**config.mk**
```make
export PLATFORM = sky130hd
export DESIGN_NAME = ccs_chain
export DESIGN_NICKNAME = d
export VERILOG_FILES = /design/src/design/ccs_sync.v /design/src/design/ccs_mode_dec.v /design/src/design/ccs_chain.v
export VERILOG_INCLUDE_DIRS = /design/src /design/src/common
export SDC_FILE = /design/constraint.sdc
export NUM_CORES = 1
export LEC_CHECK = 0
export BUFFER_PORTS_ARGS = -buffer_cell sky130_fd_sc_hd__buf_4
export CAP_MARGIN = 20
export CORE_UTILIZATION = 40
export CTS_CLUSTER_SIZE = 25
export DETAILED_ROUTE_END_ITERATION = 10
export HOLD_SLACK_MARGIN = 0.1
export PLACE_DENSITY = 0.66
export SETUP_SLACK_MARGIN = 0.1
export SYNTH_ARGS = -nofsm -noshare
export SYNTH_HDL_FRONTEND = slang
export SYNTH_SLANG_ARGS = --single-unit
export TNS_END_PERCENT = 10
```
**constraint.sdc**
```tcl
create_clock -name clk_i -period 3.2 [get_ports clk_i]
set_clock_uncertainty 0.05 [all_clocks]
set_input_delay 0.16 -clock clk_i [delete_from_list [all_inputs] [get_ports clk_i]]
set_output_delay 0.16 -clock clk_i [all_outputs]
set_load 0.02 [all_outputs]
```
**src/common/ccs_map.vh**
```
// chain layout, field positions and timing counts for the configuration scan register
`ifndef CCS_MAP_VH
`define CCS_MAP_VH
`define CCS_CHAIN_LEN 53
`define CCS_MASK_LO 0
`define CCS_CAL_LO 8
`define CCS_THR_LO 11
`define CCS_CTHR_LO 19
`define CCS_HYST_LO 22
`define CCS_GATE_LO 26
`define CCS_RUND_LO 30
`define CCS_DEAD_LO 33
`define CCS_MODE_LO 36
`define CCS_OMODE_BIT 52
`define CCS_MODE_ACTIVE 2'h0
`define CCS_MODE_FORCE_LO 2'h2
`define CCS_MODE_FORCE_HI 2'h3
`define CCS_SYNC_STAGES 2
`endif

```
**src/design/ccs_sync.v**
```verilog
// two-flop synchroniser for a bundle of pin levels
`timescale 1ns/1ps
`default_nettype none
module ccs_sync #(
  parameter W = 4
) (
  // clock and reset
  input wire clk_i,
  input wire arst_n_i,
  // pin levels in, synchronised levels out
  input wire [W-1:0] d_i,
  output reg [W-1:0] q_o
);
  reg [W-1:0] meta_r;
  // first stage read only by the second
  always @(posedge clk_i or negedge arst_n_i) begin
    if (!arst_n_i) begin
      meta_r <= {W{1'b0}};
      q_o <= {W{1'b0}};
    end else begin
      meta_r <= d_i;
      q_o <= meta_r;
    end
  end
endmodule
`default_nettype wire

```
**src/design/ccs_mode_dec.v**
```verilog
// per-channel output mode decoder, registered
`timescale 1ns/1ps
`default_nettype none
`include "ccs_map.vh"
module ccs_mode_dec (
  // clock and reset
  input wire clk_i,
  input wire arst_n_i,
  // packed 2-bit mode codes and channel masks
  input wire [15:0] mode_i,
  input wire [7:0] mask_i,
  // per-channel decoded controls
  output reg [7:0] active_o,
  output reg [7:0] force_lo_o,
  output reg [7:0] force_hi_o
);
  genvar g;
  // one decoder per channel
  generate
    for (g = 0; g < 8; g = g + 1) begin : g_ch
      wire [1:0] code;
      assign code = mode_i[2*g+1:2*g];
      always @(posedge clk_i or negedge arst_n_i) begin
        if (!arst_n_i) begin
          active_o[g] <= 1'b0;
          force_lo_o[g] <= 1'b1;
          force_hi_o[g] <= 1'b0;
        end else begin
          active_o[g] <= (code == `CCS_MODE_ACTIVE) & ~mask_i[g];
          force_lo_o[g] <= (code == `CCS_MODE_FORCE_LO) | (code == 2'h1) | mask_i[g];
          force_hi_o[g] <= (code == `CCS_MODE_FORCE_HI) & ~mask_i[g];
        end
      end
    end
  endgenerate
endmodule
`default_nettype wire

```
**src/design/ccs_chain.v**
```verilog
// 53-bit configuration scan chain with update latch and field decode
//
// Summary of operation
// - eleven settings held in one 53-bit chain; mode counted as two 8-bit registers
// - chain bits 0..7 are channel mask, bit 0 for channel 0
// - chain bits 8..10 select calibration capacitor, bit 10 least significant
// - chain bits 11..18 main comparator threshold, bit 18 least significant
// - chain bits 19..21 converter comparator threshold, bit 21 least significant
// - chain bits 22..25 hysteresis code, bit 25 least significant
// - chain bits 26..29 integration gate code, bit 29 least significant
// - chain bits 30..32 rundown current code, bit 32 least significant
// - chain bits 36..51 two mode bits per channel, channel 0 first
// - rundown current falls as code rises; inverted code drives current
`timescale 1ns/1ps
`default_nettype none
`include "ccs_map.vh"
module ccs_chain (
  // clock and reset
  input wire clk_i,
  input wire arst_n_i,
  // test access pins (asynchronous to clk_i)
  input wire tck_i,
  input wire tdi_i,
  input wire shift_en_i,
  input wire capture_en_i,
  input wire update_en_i,
  output reg tdo_o,
  // decoded settings
  output reg [7:0] channel_mask_o,
  output reg [2:0] calibration_capacitor_select_o,
  output reg [7:0] main_threshold_code_o,
  output reg [2:0] converter_threshold_code_o,
  output reg [3:0] hysteresis_code_o,
  output reg [3:0] integration_gate_code_o,
  output reg [2:0] rundown_current_code_o,
  output reg [2:0] rundown_current_drive_o,
  output reg [2:0] dead_time_code_o,
  output reg [7:0] channel_mode_low_channels_o,
  output reg [7:0] channel_mode_high_channels_o,
  output reg output_mode_select_o,
  // per-channel output control
  output wire [7:0] channel_active_o,
  output wire [7:0] channel_force_lo_o,
  output wire [7:0] channel_force_hi_o
);
  // ****************************************
  // pin synchronisation and edge detection
  // ****************************************
  wire [4:0] pins_s;
  reg tck_d_r;
  wire tck_rise;
  wire tck_fall;
  ccs_sync #(.W(5)) u_sync (
    .clk_i(clk_i),
    .arst_n_i(arst_n_i),
    .d_i({tck_i, tdi_i, shift_en_i, capture_en_i, update_en_i}),
    .q_o(pins_s)
  );
  always @(posedge clk_i or negedge arst_n_i) begin
    if (!arst_n_i) begin
      tck_d_r <= 1'b0;
    end else begin
      tck_d_r <= pins_s[4];
    end
  end
  assign tck_rise = pins_s[4] & ~tck_d_r;
  assign tck_fall = ~pins_s[4] & tck_d_r;

  // ****************************************
  // shift and update stages
  // ****************************************
  // chain index 0 is the first bit shifted out; data enters at the top
  reg [`CCS_CHAIN_LEN-1:0] shift_r;
  reg [`CCS_CHAIN_LEN-1:0] hold_r;
  // shift on rising test clock, capture loads held values
  always @(posedge clk_i or negedge arst_n_i) begin
    if (!arst_n_i) begin
      shift_r <= {`CCS_CHAIN_LEN{1'b0}};
    end else if (tck_rise && pins_s[1]) begin
      shift_r <= hold_r;
    end else if (tck_rise && pins_s[2]) begin
      shift_r <= {pins_s[3], shift_r[`CCS_CHAIN_LEN-1:1]};
    end
  end
  // update copies chain into the holding stage on a rising test clock unless shift is enabled
  always @(posedge clk_i or negedge arst_n_i) begin
    if (!arst_n_i) begin
      hold_r <= {`CCS_CHAIN_LEN{1'b0}};
    end else if (tck_rise && pins_s[0] && !pins_s[2]) begin
      hold_r <= shift_r;
    end
  end
  // serial out changes on falling test clock
  always @(posedge clk_i or negedge arst_n_i) begin
    if (!arst_n_i) begin
      tdo_o <= 1'b0;
    end else if (tck_fall) begin
      tdo_o <= shift_r[0];
    end
  end

  // ****************************************
  // field decode; chain index of lsb is the highest of each field except the channel mask, whose lsb is bit 0
  // ****************************************
  function [7:0] rev8;
    input [7:0] v;
    integer k;
    begin
      for (k = 0; k < 8; k = k + 1) begin
        rev8[k] = v[7-k];
      end
    end
  endfunction
  wire [15:0] mode_packed;
  genvar g;
  // channel n mode bits at 36+2n (msb) and 37+2n (lsb)
  generate
    for (g = 0; g < 8; g = g + 1) begin : g_mode
      assign mode_packed[2*g+1] = hold_r[`CCS_MODE_LO+2*g];
      assign mode_packed[2*g] = hold_r[`CCS_MODE_LO+2*g+1];
    end
  endgenerate
  // registered fields
  always @(posedge clk_i or negedge arst_n_i) begin
    if (!arst_n_i) begin
      channel_mask_o <= 8'h00;
      calibration_capacitor_select_o <= 3'h0;
      main_threshold_code_o <= 8'h00;
      converter_threshold_code_o <= 3'h0;
      hysteresis_code_o <= 4'h0;
      integration_gate_code_o <= 4'h0;
      rundown_current_code_o <= 3'h0;
      rundown_current_drive_o <= 3'h7;
      dead_time_code_o <= 3'h0;
      channel_mode_low_channels_o <= 8'h00;
      channel_mode_high_channels_o <= 8'h00;
      output_mode_select_o <= 1'b0;
    end else begin
      channel_mask_o <= hold_r[`CCS_MASK_LO+7:`CCS_MASK_LO];
      calibration_capacitor_select_o <= {hold_r[8], hold_r[9], hold_r[10]};
      main_threshold_code_o <= rev8(hold_r[`CCS_THR_LO+7:`CCS_THR_LO]);
      converter_threshold_code_o <= {hold_r[19], hold_r[20], hold_r[21]};
      hysteresis_code_o <= {hold_r[22], hold_r[23], hold_r[24], hold_r[25]};
      integration_gate_code_o <= {hold_r[26], hold_r[27], hold_r[28], hold_r[29]};
      rundown_current_code_o <= {hold_r[30], hold_r[31], hold_r[32]};
      rundown_current_drive_o <= ~{hold_r[30], hold_r[31], hold_r[32]};
      dead_time_code_o <= {hold_r[33], hold_r[34], hold_r[35]};
      channel_mode_low_channels_o <= mode_packed[7:0];
      channel_mode_high_channels_o <= mode_packed[15:8];
      output_mode_select_o <= hold_r[`CCS_OMODE_BIT];
    end
  end

  // per-channel decode
  ccs_mode_dec u_dec (
    .clk_i(clk_i),
    .arst_n_i(arst_n_i),
    .mode_i({channel_mode_high_channels_o, channel_mode_low_channels_o}),
    .mask_i(channel_mask_o),
    .active_o(channel_active_o),
    .force_lo_o(channel_force_lo_o),
    .force_hi_o(channel_force_hi_o)
  );
endmodule
`default_nettype wire

```
# == Yosys cells after proc, flatten, opt, wreduce, memory -nomap -nowiden ==
# Cells that the tools add are included.
# op_classes
addsub,0
mul,0
div,0
order_cmp,0
n_eq_ne,24
n_shift,0
mux,2
n_bitwise,45
reduce_logical,14
# op_table
cell,n
$mux 53,2
$eq 2x2->1 const B,16
$and 1x1->1,18
$eq 2x1->1 const B,8
$logic_not 2->1,8
$or 1x1->1,16
$not 1->1,10
$logic_and 1x1->1,4
$not 3->3,1
$reduce_bool 2->1,1
$logic_not 1->1,1
# totals
regBits,198
latchBits,0
ramBits,0
romBits,0
inputBits,7
out_inout_bits,81
wordCells,127
memories,0

# == Depth between registers and ports, before layout ==
# Gate-level depths: netlist (run 1).
# depth
depth_word,5
ltp_mapped,5
depth_no_buf,3

# == Cells and area by module ==
# Synthesis (run 1) repeated with hierarchy kept, for this count alone.
# hier_totals
hier_cells,443
area_unflattened_um2,7718.7
# modules_own_cells
module,instances,cells_per_inst,area_per_inst_um2
ccs_chain,1,353,6407.4
ccs_mode_dec,1,80,1061.0
ccs_sync,1,10,250.2

# == Worst setup path after synthesis (run 1) ==
# OpenSTA, ideal clock, no wires.
# synth_path
kind,register to register
startpoint,reg tck_d_r
endpoint,reg hold_r[10]
setup_ns,0.125
arrival_ns,1.313
setup_slack_ns,1.712
path_stages_with_launch,6
path_buffers,2
synth_period_minus_slack_ns,1.488
cell_sequence,dfrtp_1 > nand2b_4 > nor3b_2 > buf_6 > buf_12 > mux2_4
# synth_via
elab_chain_cells,4
# synth_lines
item,line_no,text
from (decl),ccs_chain.v:50,reg tck_d_r;
from (signal assigned),ccs_chain.v:63,tck_d_r <= pins_s[4];
$not 1->1,ccs_chain.v:66,assign tck_rise = pins_s[4] & ~tck_d_r;
$and 1x1->1,ccs_chain.v:66,
$logic_and 1x1->1 (2 in a row),ccs_chain.v:89,end else if (tck_rise && pins_s[0] && !pins_s[2]) begin
to (signal assigned),ccs_chain.v:88,hold_r <= {`CCS_CHAIN_LEN{1'b0}};
to (signal assigned),ccs_chain.v:90,hold_r <= shift_r;
to (decl),ccs_chain.v:74,reg [`CCS_CHAIN_LEN-1:0] hold_r;
# No other way between the ends.
# A chain may end at the register's enable or synchronous reset.

# == Worst setup path after layout (run 1) ==
# layout_path
startpoint,reg tck_d_r
endpoint,reg shift_r[41]
# layout_via
elab_chain_cells,4
# layout_lines
item,line_no,text
$not 1->1 *,ccs_chain.v:66,
$and 1x1->1 *,ccs_chain.v:66,
"$logic_and 1x1->1, on equally long branches","ccs_chain.v:79, ccs_chain.v:81",
$mux 53 or $reduce_bool 2->1 (tied branches),--,
to (signal assigned),ccs_chain.v:78,shift_r <= {`CCS_CHAIN_LEN{1'b0}};
to (signal assigned),ccs_chain.v:80,shift_r <= hold_r;
to (signal assigned),ccs_chain.v:82,"shift_r <= {pins_s[3], shift_r[`CCS_CHAIN_LEN-1:1]};"
to (decl),ccs_chain.v:73,reg [`CCS_CHAIN_LEN-1:0] shift_r;
# Every way passes the cells marked *; elsewhere a longest branch is shown, timed or not.

==> impl_metrics.toml, run 1 <==
[placed_design]
post-dp-hpwl_mm = 6.92
place_worst_setup_slack_ns = 1.17
placed_cells = 752
portBuffers = 87
gp_congestion = 0.699

[timing]
finalSetupViolCount = 0
fin_setup_tns_ns = 0
worst_slack_ns = 1.19
fmax_mhz = 496
worst_pin_slew_ns = 0.810
rsz0062_at_grt = "no"
finalCritPeriodShare_pct = 62.9
slew_viol_final = 0
relSlewSlack_pct = 46.0
min_period_ns = 2.01
finalHoldViolCount = 0

[logic_synthesis]
yosys.area_share.simple_pct = 2.90
synth.ff_latch_count = 198
synth_top_area_share_pct = 60.9
synth.cell_area_um2 = 7680
syn_nets = 466
synth_warnings = 0
synth_edf_count = 0
synth_top_cell_by_area = "dfrtp_1"
ys_types = 20
synthAdderAreaFrac_pct = 2.61
synth_flop_cell = "dfrtp_1"
seq_area_frac_synth_pct = 64.7
synth_top_family_by_area = "multiplexers"
synth_compound_area_share_pct = 0.179
netlist_instances = 443
synthMuxAreaShare_pct = 25.6
syn_area_per_cell_um2 = 17.3
synth-async-reset-ratio_pct = 100
synthXorXnorAreaFrac_pct = 0
ys_top_cells_by_area = "dfrtp_1 (61%), mux2_2 (16%), mux2_4 (9.8%)"

[drt]
drt_iter0_markers = 95
drt_pass1_iterations = 3
ant_nets = 0
drcViolationCount = 0
wire_per_inst_um = 14.3
via_per_inst = 4.64
vias = 3669
finalWirelength_mm = 11.3

[hold_path]
min_path_type = "flip-flop to flip-flop"

[cts]
path_clk_slew_ns = 0.07
cts.sinks = 198
root_buffer = "clkbuf_16"
cts_tree = "built"
cts-htree-levels = 4
cts_setup_buffers = 0
clock_path_buffers = 2
clk_latency_ns = 0.43
cts_made_buffers = 17

[power]
p_leak_uw = 0.00463
power_frac_seq_pct = 51.9
powerDensity_nw_per_um2 = 563
sw_frac_of_total_pct = 23.4
p_int_uw = 3930
p_sw_uw = 1200
power_frac_clock_pct = 40.7
ir_drop_mv = 0.325
pwr-share-comb_pct = 7.4

[global_route]
track_usage_pct = 12.4
grt_start_max_net_pins = 102
antenna_found_initial = 0
gr-total-overflow = 0
grt_first_pass_wirelength_mm = 18.8
grt_pass1_vias = 3791

[floorplanning]
start_util_pct = 40.9
die_h_um = 141
rows = 50
core_um2 = 18800
die-area_um2 = 19800
die_x_um = 141
io_pins = 88

[cells_and_area]
fin_cells = 790
nNetsFinal = 566
drive_gt1_share_pct = 55.0
final_common_cell = "dfrtp_1"
mostFrequentLayoutCells = "dfrtp_1 (186), mux2_2 (108), buf_4 (88), mux2_4 (50), inv_1 (19)"
n_antenna_cell = 0
area_delta_synth_final_pct = 18.9

[worst_setup_path]
start_kind = "flip-flop"
end_kind = "flip-flop"
crit_arrival_ns = 2.27
worstSetupPathType = "flip-flop to flip-flop"
cp_max_fo = 40
required_ns = 3.46

[job]
max_cap_violations = 0

[outcome]
status = "finished, final reports clean"
## final cells by class
cell class	instances	area, µm²
well taps	234	293
clock buffers	19	453
fillers	1588	9640
multi-input cells	209	2410
inverters	19	71.3
clock inverters	13	140
repair buffers	98	795
flip-flops and latches	198	4970
## synthesized netlist by cell type, drive strengths merged, types with 2 or more instances
master / instances
buf: 17
nor2b: 17
ha: 16
inv: 19
nor2: 2
or2: 8
nand2b: 2
dfrtp: 187
dfstp: 11
mux2: 158
## critical path: stages, from the launching register on
cell	delay, ns
dfrtp_1	0.40
nand2b_4	0.17
nor2_4	0.33
buf_4	0.52
mux2_2	0.39
## state kept, by name (all words and copies together) (netlist names), 8 cells and up
register and count:
hold_r 53, shift_r 53, channel_mask_o 8, channel_mode_high_channels_o 8
channel_mode_low_channels_o 8, main_threshold_code_o 8, u_dec.active_o 8, u_dec.force_hi_o 8
u_dec.force_lo_o 8
## through the flow
| stage | utilization, % | hold slack (ns) | total power [µW] | area [µm²] |
|---|---|---|---|---|
| 5_1_grt | 48.7 | 0.307 | 5360 | 9130 |
| 3_5_place_dp | 45.2 | 0.222 | 3100 | 8480 |
| 2_1_floorplan | - | -0.186 | 2940 | 7680 |
| 4_1_cts | 48.7 | 0.300 | 5220 | 9130 |
| 3_3_place_gp | 45.2 | 0.223 | 3080 | 8480 |
| 6_report | 48.7 | 0.299 | 5140 | 9130 |
## routing by layer
layer | part of all wire (%) | track usage [%] | up-vias | wire, µm
met1 | 47 | 15.4 | 1875 | 5260
met3 | 4.0 | 3.90 | 15 | 447
li1 | - | - | 1713 | -
met4 | 1.6 | 5.66 | 0 | 185
met5 | 0 | 0 | - | 0
met2 | 48 | 19.9 | 66 | 5410
## worst paths after layout
kind | endpoint | slack, ns | start | depth (start not counted)
max | shift_r[41] | 1.19 | tck_d_r | 4
min | u_sync.q_o[3] | 0.30 | u_sync.meta_r[3] | 0
max reg2reg | shift_r[41] | 1.19 | tck_d_r | 4
min reg2reg | u_sync.q_o[3] | 0.30 | u_sync.meta_r[3] | 0
max in group asynchronous | u_dec.force_lo_o[0] | 1.92 | arst_n_i | 3
min in group asynchronous | u_dec.force_hi_o[5] | 0.32 | arst_n_i | 2
## kinds of logic after synthesis
group,Yosys count
compound gates,2
fa+ha+maj,16
mux,158
simple gates,33
buf+inv,36
flops,198
## power groups by stage
stage / clock network [µW] / registers, µW / logic (µW)
2_1_floorplan: 0 / 2760 / 186
3_3_place_gp: 0 / 2710 / 369
3_5_place_dp: 0 / 2720 / 382
4_1_cts: 2160 / 2670 / 389
5_1_grt: 2270 / 2680 / 415
6_report: 2090 / 2670 / 378
## timing repair
action,in CTS,in global routing
gates resized for setup,0,0
hold endpoints to repair,99,0
hold buffers,6,0
(Power assumes the default switching activity.)
==> run 2: changes to the inputs <==
--- a/config.mk
+++ b/config.mk
@@ -12,7 +12,7 @@
 export CTS_CLUSTER_SIZE = 25
 export DETAILED_ROUTE_END_ITERATION = 10
 export HOLD_SLACK_MARGIN = 0.1
-export PLACE_DENSITY = 0.66
+export PLACE_DENSITY = 0.68
 export SETUP_SLACK_MARGIN = 0.1
 export SYNTH_ARGS = -nofsm -noshare
 export SYNTH_HDL_FRONTEND = slang
==> constraint.sdc (replaced) <==
create_clock -name clk_i -period 1.8 [get_ports clk_i]
set_clock_uncertainty 0.05 [all_clocks]
set_input_delay 0.09 -clock clk_i [delete_from_list [all_inputs] [get_ports clk_i]]
set_output_delay 0.09 -clock clk_i [all_outputs]
set_load 0.02 [all_outputs]
==> run 2 against run 1 <==
Net effect:
- fmax is 20% higher
- final area increased by 2.8%
- global-route usage up 0.69 points
- via count is 2.5% higher
- sequential power up 78%
- total power increased by 82%
- count of clock-buffer cells in the layout up 5
- die area is the same
- worst setup slack got worse by 1.1 ns
- critical endpoint is now hold_r[8]
- largest cell class unchanged
- largest power group unchanged
- highest routed layer unchanged
==> impl_metrics.toml, run 2 (synthesis gave the netlist of run 1 again) <==
[drt]
drt_iter0_markers = 142
drt_pass1_iterations = 4
drcViolationCount = 0
via_per_inst = 4.68
ant_nets = 0
finalWirelength_mm = 12.4
vias = 3759
wire_per_inst_um = 15.5

[timing]
min_period_ns = 1.67
finalSetupViolCount = 0
relSlewSlack_pct = 66.1
fmax_mhz = 598
hold_slack_ns = 0.159
fin_setup_tns_ns = 0
finalHoldViolCount = 0
finalCritPeriodShare_pct = 92.9
rsz0062_at_grt = "no"
slew_viol_final = 0
worst_pin_slew_ns = 0.508

[power]
powerDensity_nw_per_um2 = 996
power.total_uw = 9340
ir_drop_mv = 0.665
p_leak_uw = 0.00474

[global_route]
track_usage_pct = 13.1
antenna_found_initial = 0
grt_pass1_vias = 3881
gr-total-overflow = 0
grt_start_max_net_pins = 59
grt_first_pass_wirelength_mm = 20.1

[cells_and_area]
drive_gt1_share_pct = 55.4
mostFrequentLayoutCells = "dfrtp_1 (186), mux2_2 (108), buf_4 (89), mux2_4 (50), clkbuf_16 (20)"
fin_cells = 803
top_regs = "hold_r (53), shift_r (53)"
final_area_um2 = 9390
n_antenna_cell = 0
final_common_cell = "dfrtp_1"
area_delta_synth_final_pct = 22.2
nNetsFinal = 579

[placed_design]
placed_cells = 757
portBuffers = 87
gp_congestion = 0.689
placed_area_um2 = 8590
post-dp-hpwl_mm = 7.39

[worst_setup_path]
end_kind = "flip-flop"
crit_arrival_ns = 1.93
worstSetupPathType = "flip-flop to flip-flop"
regToRegSetupSlack_ns = 0.13
cp_max_fo = 7
startpoint = "tck_d_r"
regToRegStartpoint = "tck_d_r"
reg2regPathDepth = 5
start_kind = "flip-flop"
crit_end = "hold_r[8]"
required_ns = 2.06
r2r-end = "hold_r[8]"

[cts]
cts_made_buffers = 17
clock_path_buffers = 2
root_buffer = "clkbuf_16"
path_clk_slew_ns = 0.06
cts.sinks = 198
clk_latency_ns = 0.43
cts-htree-levels = 4
cts_tree = "built"

[floorplanning]
die_h_um = 141
core_um2 = 18800
start_util_pct = 40.9
die_x_um = 141
io_pins = 88
die-area_um2 = 19800
rows = 50

[job]
max_cap_violations = 0

[hold_path]
min_path_type = "input pin to async pin"

[outcome]
status = "finished, final reports clean"
run 2: changes by cell type in the layout (fill, tap and decap cells not counted), moves of 2 or more:
| cell | previous run | this run |
|---|---|---|
| clkinvlp_4 | 1 | 3 |
| bufinv_16 | 1 | 3 |
| clkbuf_1 | 0 | 4 |
| clkbuf_16 | 17 | 20 |
| clkinv_4 | 4 | 0 |
| inv_6 | 4 | 0 |
| buf_12 | 3 | 8 |
| buf_6 | 0 | 3 |
run 2: worst min-delay path by stage:
stage                  start                                end  slack [ns]
floorplan           arst_n_i  calibration_capacitor_select_o[0]       -0.26
CTS                 arst_n_i                u_dec.force_hi_o[6]        0.17
global placement    arst_n_i                  u_dec.active_o[6]        0.05
global route        arst_n_i                u_dec.force_hi_o[6]        0.20
detailed placement  arst_n_i                  u_dec.active_o[6]        0.06
finish              arst_n_i                u_dec.force_hi_o[6]        0.16
run 2: repair_timing:
| action | CTS | global route |
|---|---|---|
| resized for setup | 0 | 3 |
| endpoints found under the setup margin | 0 | 15 |
| hold buffers | 6 | 0 |
| hold endpoints to repair | 195 | 0 |
| setup buffers | 0 | 4 |
run 2: through the flow:
step,setup WS [ns],util [%]
after floorplan,0.312,-
after global placement,0.167,45.8
after detailed placement,0.135,45.8
after CTS,0.119,49.3
after global routing,0.0803,50.0
final,0.127,50.0
run 2: worst max-delay path: stages, from the launching register on:
cell       delay [ns]
dfrtp_1          0.38
nand2b_4         0.15
nor3b_4          0.30
buf_6            0.20
clkbuf_16        0.18
mux2_4           0.30
run 2: cell type report:
| type | instances | area, µm² |
|---|---|---|
| Sequential cell | 198 | 4970 |
| Fill cell | 1561 | 9380 |
| Inverter | 19 | 71.3 |
| Multi-Input combinational cell | 209 | 2410 |
| Tap cell | 234 | 293 |
| Clock buffer | 24 | 482 |
| Clock inverter | 8 | 123 |
| Timing Repair Buffer | 111 | 1040 |
run 2: layer usage:
layer,share of wire [%],routed length [µm],global-route usage (%),vias to the layer above
met2,48,5970,20.2,68
met3,3.9,484,4.38,17
met1,47,5790,17.4,1947
met5,0,0,0,-
li1,-,-,-,1727
met4,1.6,197,4.63,0
run 2: where the power goes:
part | total (µW) | internal, µW | switching (µW)
combinational | 721 | 367 | 354
sequential | 4760 | 4640 | 119
clock | 3870 | 2290 | 1570
total | 9340 | 7300 | 2040
==> run 3: changes to the inputs <==
--- a/config.mk
+++ b/config.mk
@@ -8,6 +8,7 @@
 export LEC_CHECK = 0
 export BUFFER_PORTS_ARGS = -buffer_cell sky130_fd_sc_hd__buf_4
 export CAP_MARGIN = 20
+export CORE_ASPECT_RATIO = 1.5
 export CORE_UTILIZATION = 40
 export CTS_CLUSTER_SIZE = 25
 export DETAILED_ROUTE_END_ITERATION = 10
==> run 3 against run 2 <==
Net effect:
- sequential power hardly changed
- via count is 0.32% higher
- sequential cell count did not move
- final cell count grew 1.7%
- sequential share of layout area rose by 0.37 points
- largest cell class unchanged
- largest power group unchanged
==> impl_metrics.toml, run 3 (synthesis gave the netlist of run 1 again) <==
[outcome]
status = "finished, final reports clean"

[global_route]
track_usage_pct = 13.3
grt_pass1_vias = 3976
grt_first_pass_wirelength_mm = 20.1
grt_start_max_net_pins = 51
gr-total-overflow = 0
antenna_found_initial = 0

[placed_design]
gp_congestion = 0.703
portBuffers = 87
place_worst_setup_slack_ns = 0.0648
placed_area_um2 = 8600
post-dp-hpwl_mm = 7.68

[floorplanning]
core_um2 = 18700
die_h_um = 172
die_x_um = 115
start_util_pct = 41.1
io_pins = 88
rows = 61
die-area_um2 = 19800

[timing]
slew_viol_final = 0
fin_setup_tns_ns = 0
finalSetupViolCount = 0
worst_pin_slew_ns = 0.434
relSlewSlack_pct = 71.1
min_period_ns = 1.69
fmax_mhz = 591
finalCritPeriodShare_pct = 94.0
rsz0062_at_grt = "yes"
finalHoldViolCount = 0
worst_slack_ns = 0.109

[power]
powerDensity_nw_per_um2 = 1020
ir_drop_mv = 0.437
p_leak_uw = 0.00472
power.total_uw = 9490

[cells_and_area]
final_common_cell = "dfrtp_1"
nNetsFinal = 575
multi_input_area_um2 = 2410
n_antenna_cell = 0
mostFrequentLayoutCells = "dfrtp_1 (186), mux2_2 (108), buf_4 (92), mux2_4 (50), inv_1 (19)"
drive_gt1_share_pct = 55.2
seqCellArea_um2 = 4970
area_delta_synth_final_pct = 21.4
n_fill_cell = 1574
top_regs = "hold_r (53), shift_r (53)"
final_area_um2 = 9320

[drt]
drt_iter0_markers = 120
finalWirelength_mm = 12.2
routedLengthMet1_mm = 4.99
drt_pass1_iterations = 4
wire_per_inst_um = 14.9
ant_nets = 0
wl_met2_mm = 6.64
drcViolationCount = 0
wl_met3_um = 380
vias = 3771
routed.top_layer = "met4"
via_per_inst = 4.62

[worst_setup_path]
crit_arrival_ns = 1.95
crit_end = "hold_r[25]"
startpoint = "tck_d_r"
regToRegSetupSlack_ns = 0.11
start_kind = "flip-flop"
cp_max_fo = 17
regToRegStartpoint = "tck_d_r"
worstSetupPathType = "flip-flop to flip-flop"
required_ns = 2.06
end_kind = "flip-flop"
reg2regPathDepth = 5
r2r-end = "hold_r[25]"

[cts]
cts_made_buffers = 17
clock_path_buffers = 2
root_buffer = "clkbuf_16"
cts_tree = "built"
cts.sinks = 198
path_clk_slew_ns = 0.07
cts-htree-levels = 4
clk_latency_ns = 0.43

[hold_path]
min_path_type = "input pin to async pin"

[job]
max_cap_violations = 0
run 3: area by class of cell:
cell class	count	area share (%)
clock buffer	22	4.98
timing repair buffer	107	9.88
clock inverter	10	1.83
inverter	19	0.765
sequential	198	53.3
multi-input combinational	209	25.9
tap	252	3.38
run 3: worst max-delay path, cell delays in order, from the launching register on:
cell and delay (ns):
dfrtp_1 0.40, nand2b_4 0.18, nor3b_4 0.20, buf_4 0.15
buf_6 0.25, mux2_4 0.33
run 3: how the worst min path moves through the flow:
| stage | cells past startpoint | slack, ns | startpoint | endpoint |
|---|---|---|---|---|
| after floorplan | 0 | -0.26 | arst_n_i | calibration_capacitor_select_o[0] |
| after global placement | 1 | 0.03 | arst_n_i | u_dec.active_o[0] |
| after detailed placement | 1 | 0.03 | arst_n_i | u_dec.active_o[0] |
| after CTS | 2 | 0.13 | arst_n_i | u_dec.active_o[0] |
| after global routing | 2 | 0.17 | arst_n_i | u_dec.active_o[0] |
| final | 2 | 0.12 | arst_n_i | u_dec.active_o[0] |
run 3: what timing repair did:
item / 4_1_cts / 5_1_grt
hold buffers: 6 / 0
pin swaps: 0 / 1
gates resized for setup: 0 / 1
hold endpoints to repair: 195 / 0
buffers inserted: 0 / 2
setup endpoints to repair: 15 / 34
gates cloned: 0 / 1
run 3: where the power goes:
part / internal, µW / switching, µW / leakage [µW]
Sequential: 4640 / 117 / 0.00265
Combinational: 350 / 349 / 0.00176
Clock: 2420 / 1610 / 0.000307
run 3: through the flow:
step                      hold WS, ns  utilization (%)  instances
final                           0.122             49.8        817
after detailed placement       0.0266             46.0        776
after global routing            0.166             49.8        817
after CTS                       0.127             49.7        814
after global placement         0.0250             46.0        776
after floorplan                -0.256                -        443
run 3: routing by layer:
metal,global-route usage [%],vias to the layer above
met2,22.7,64
met5,0,-
met4,5.93,0
met3,3.49,15
li1,-,1719
met1,15.5,1973
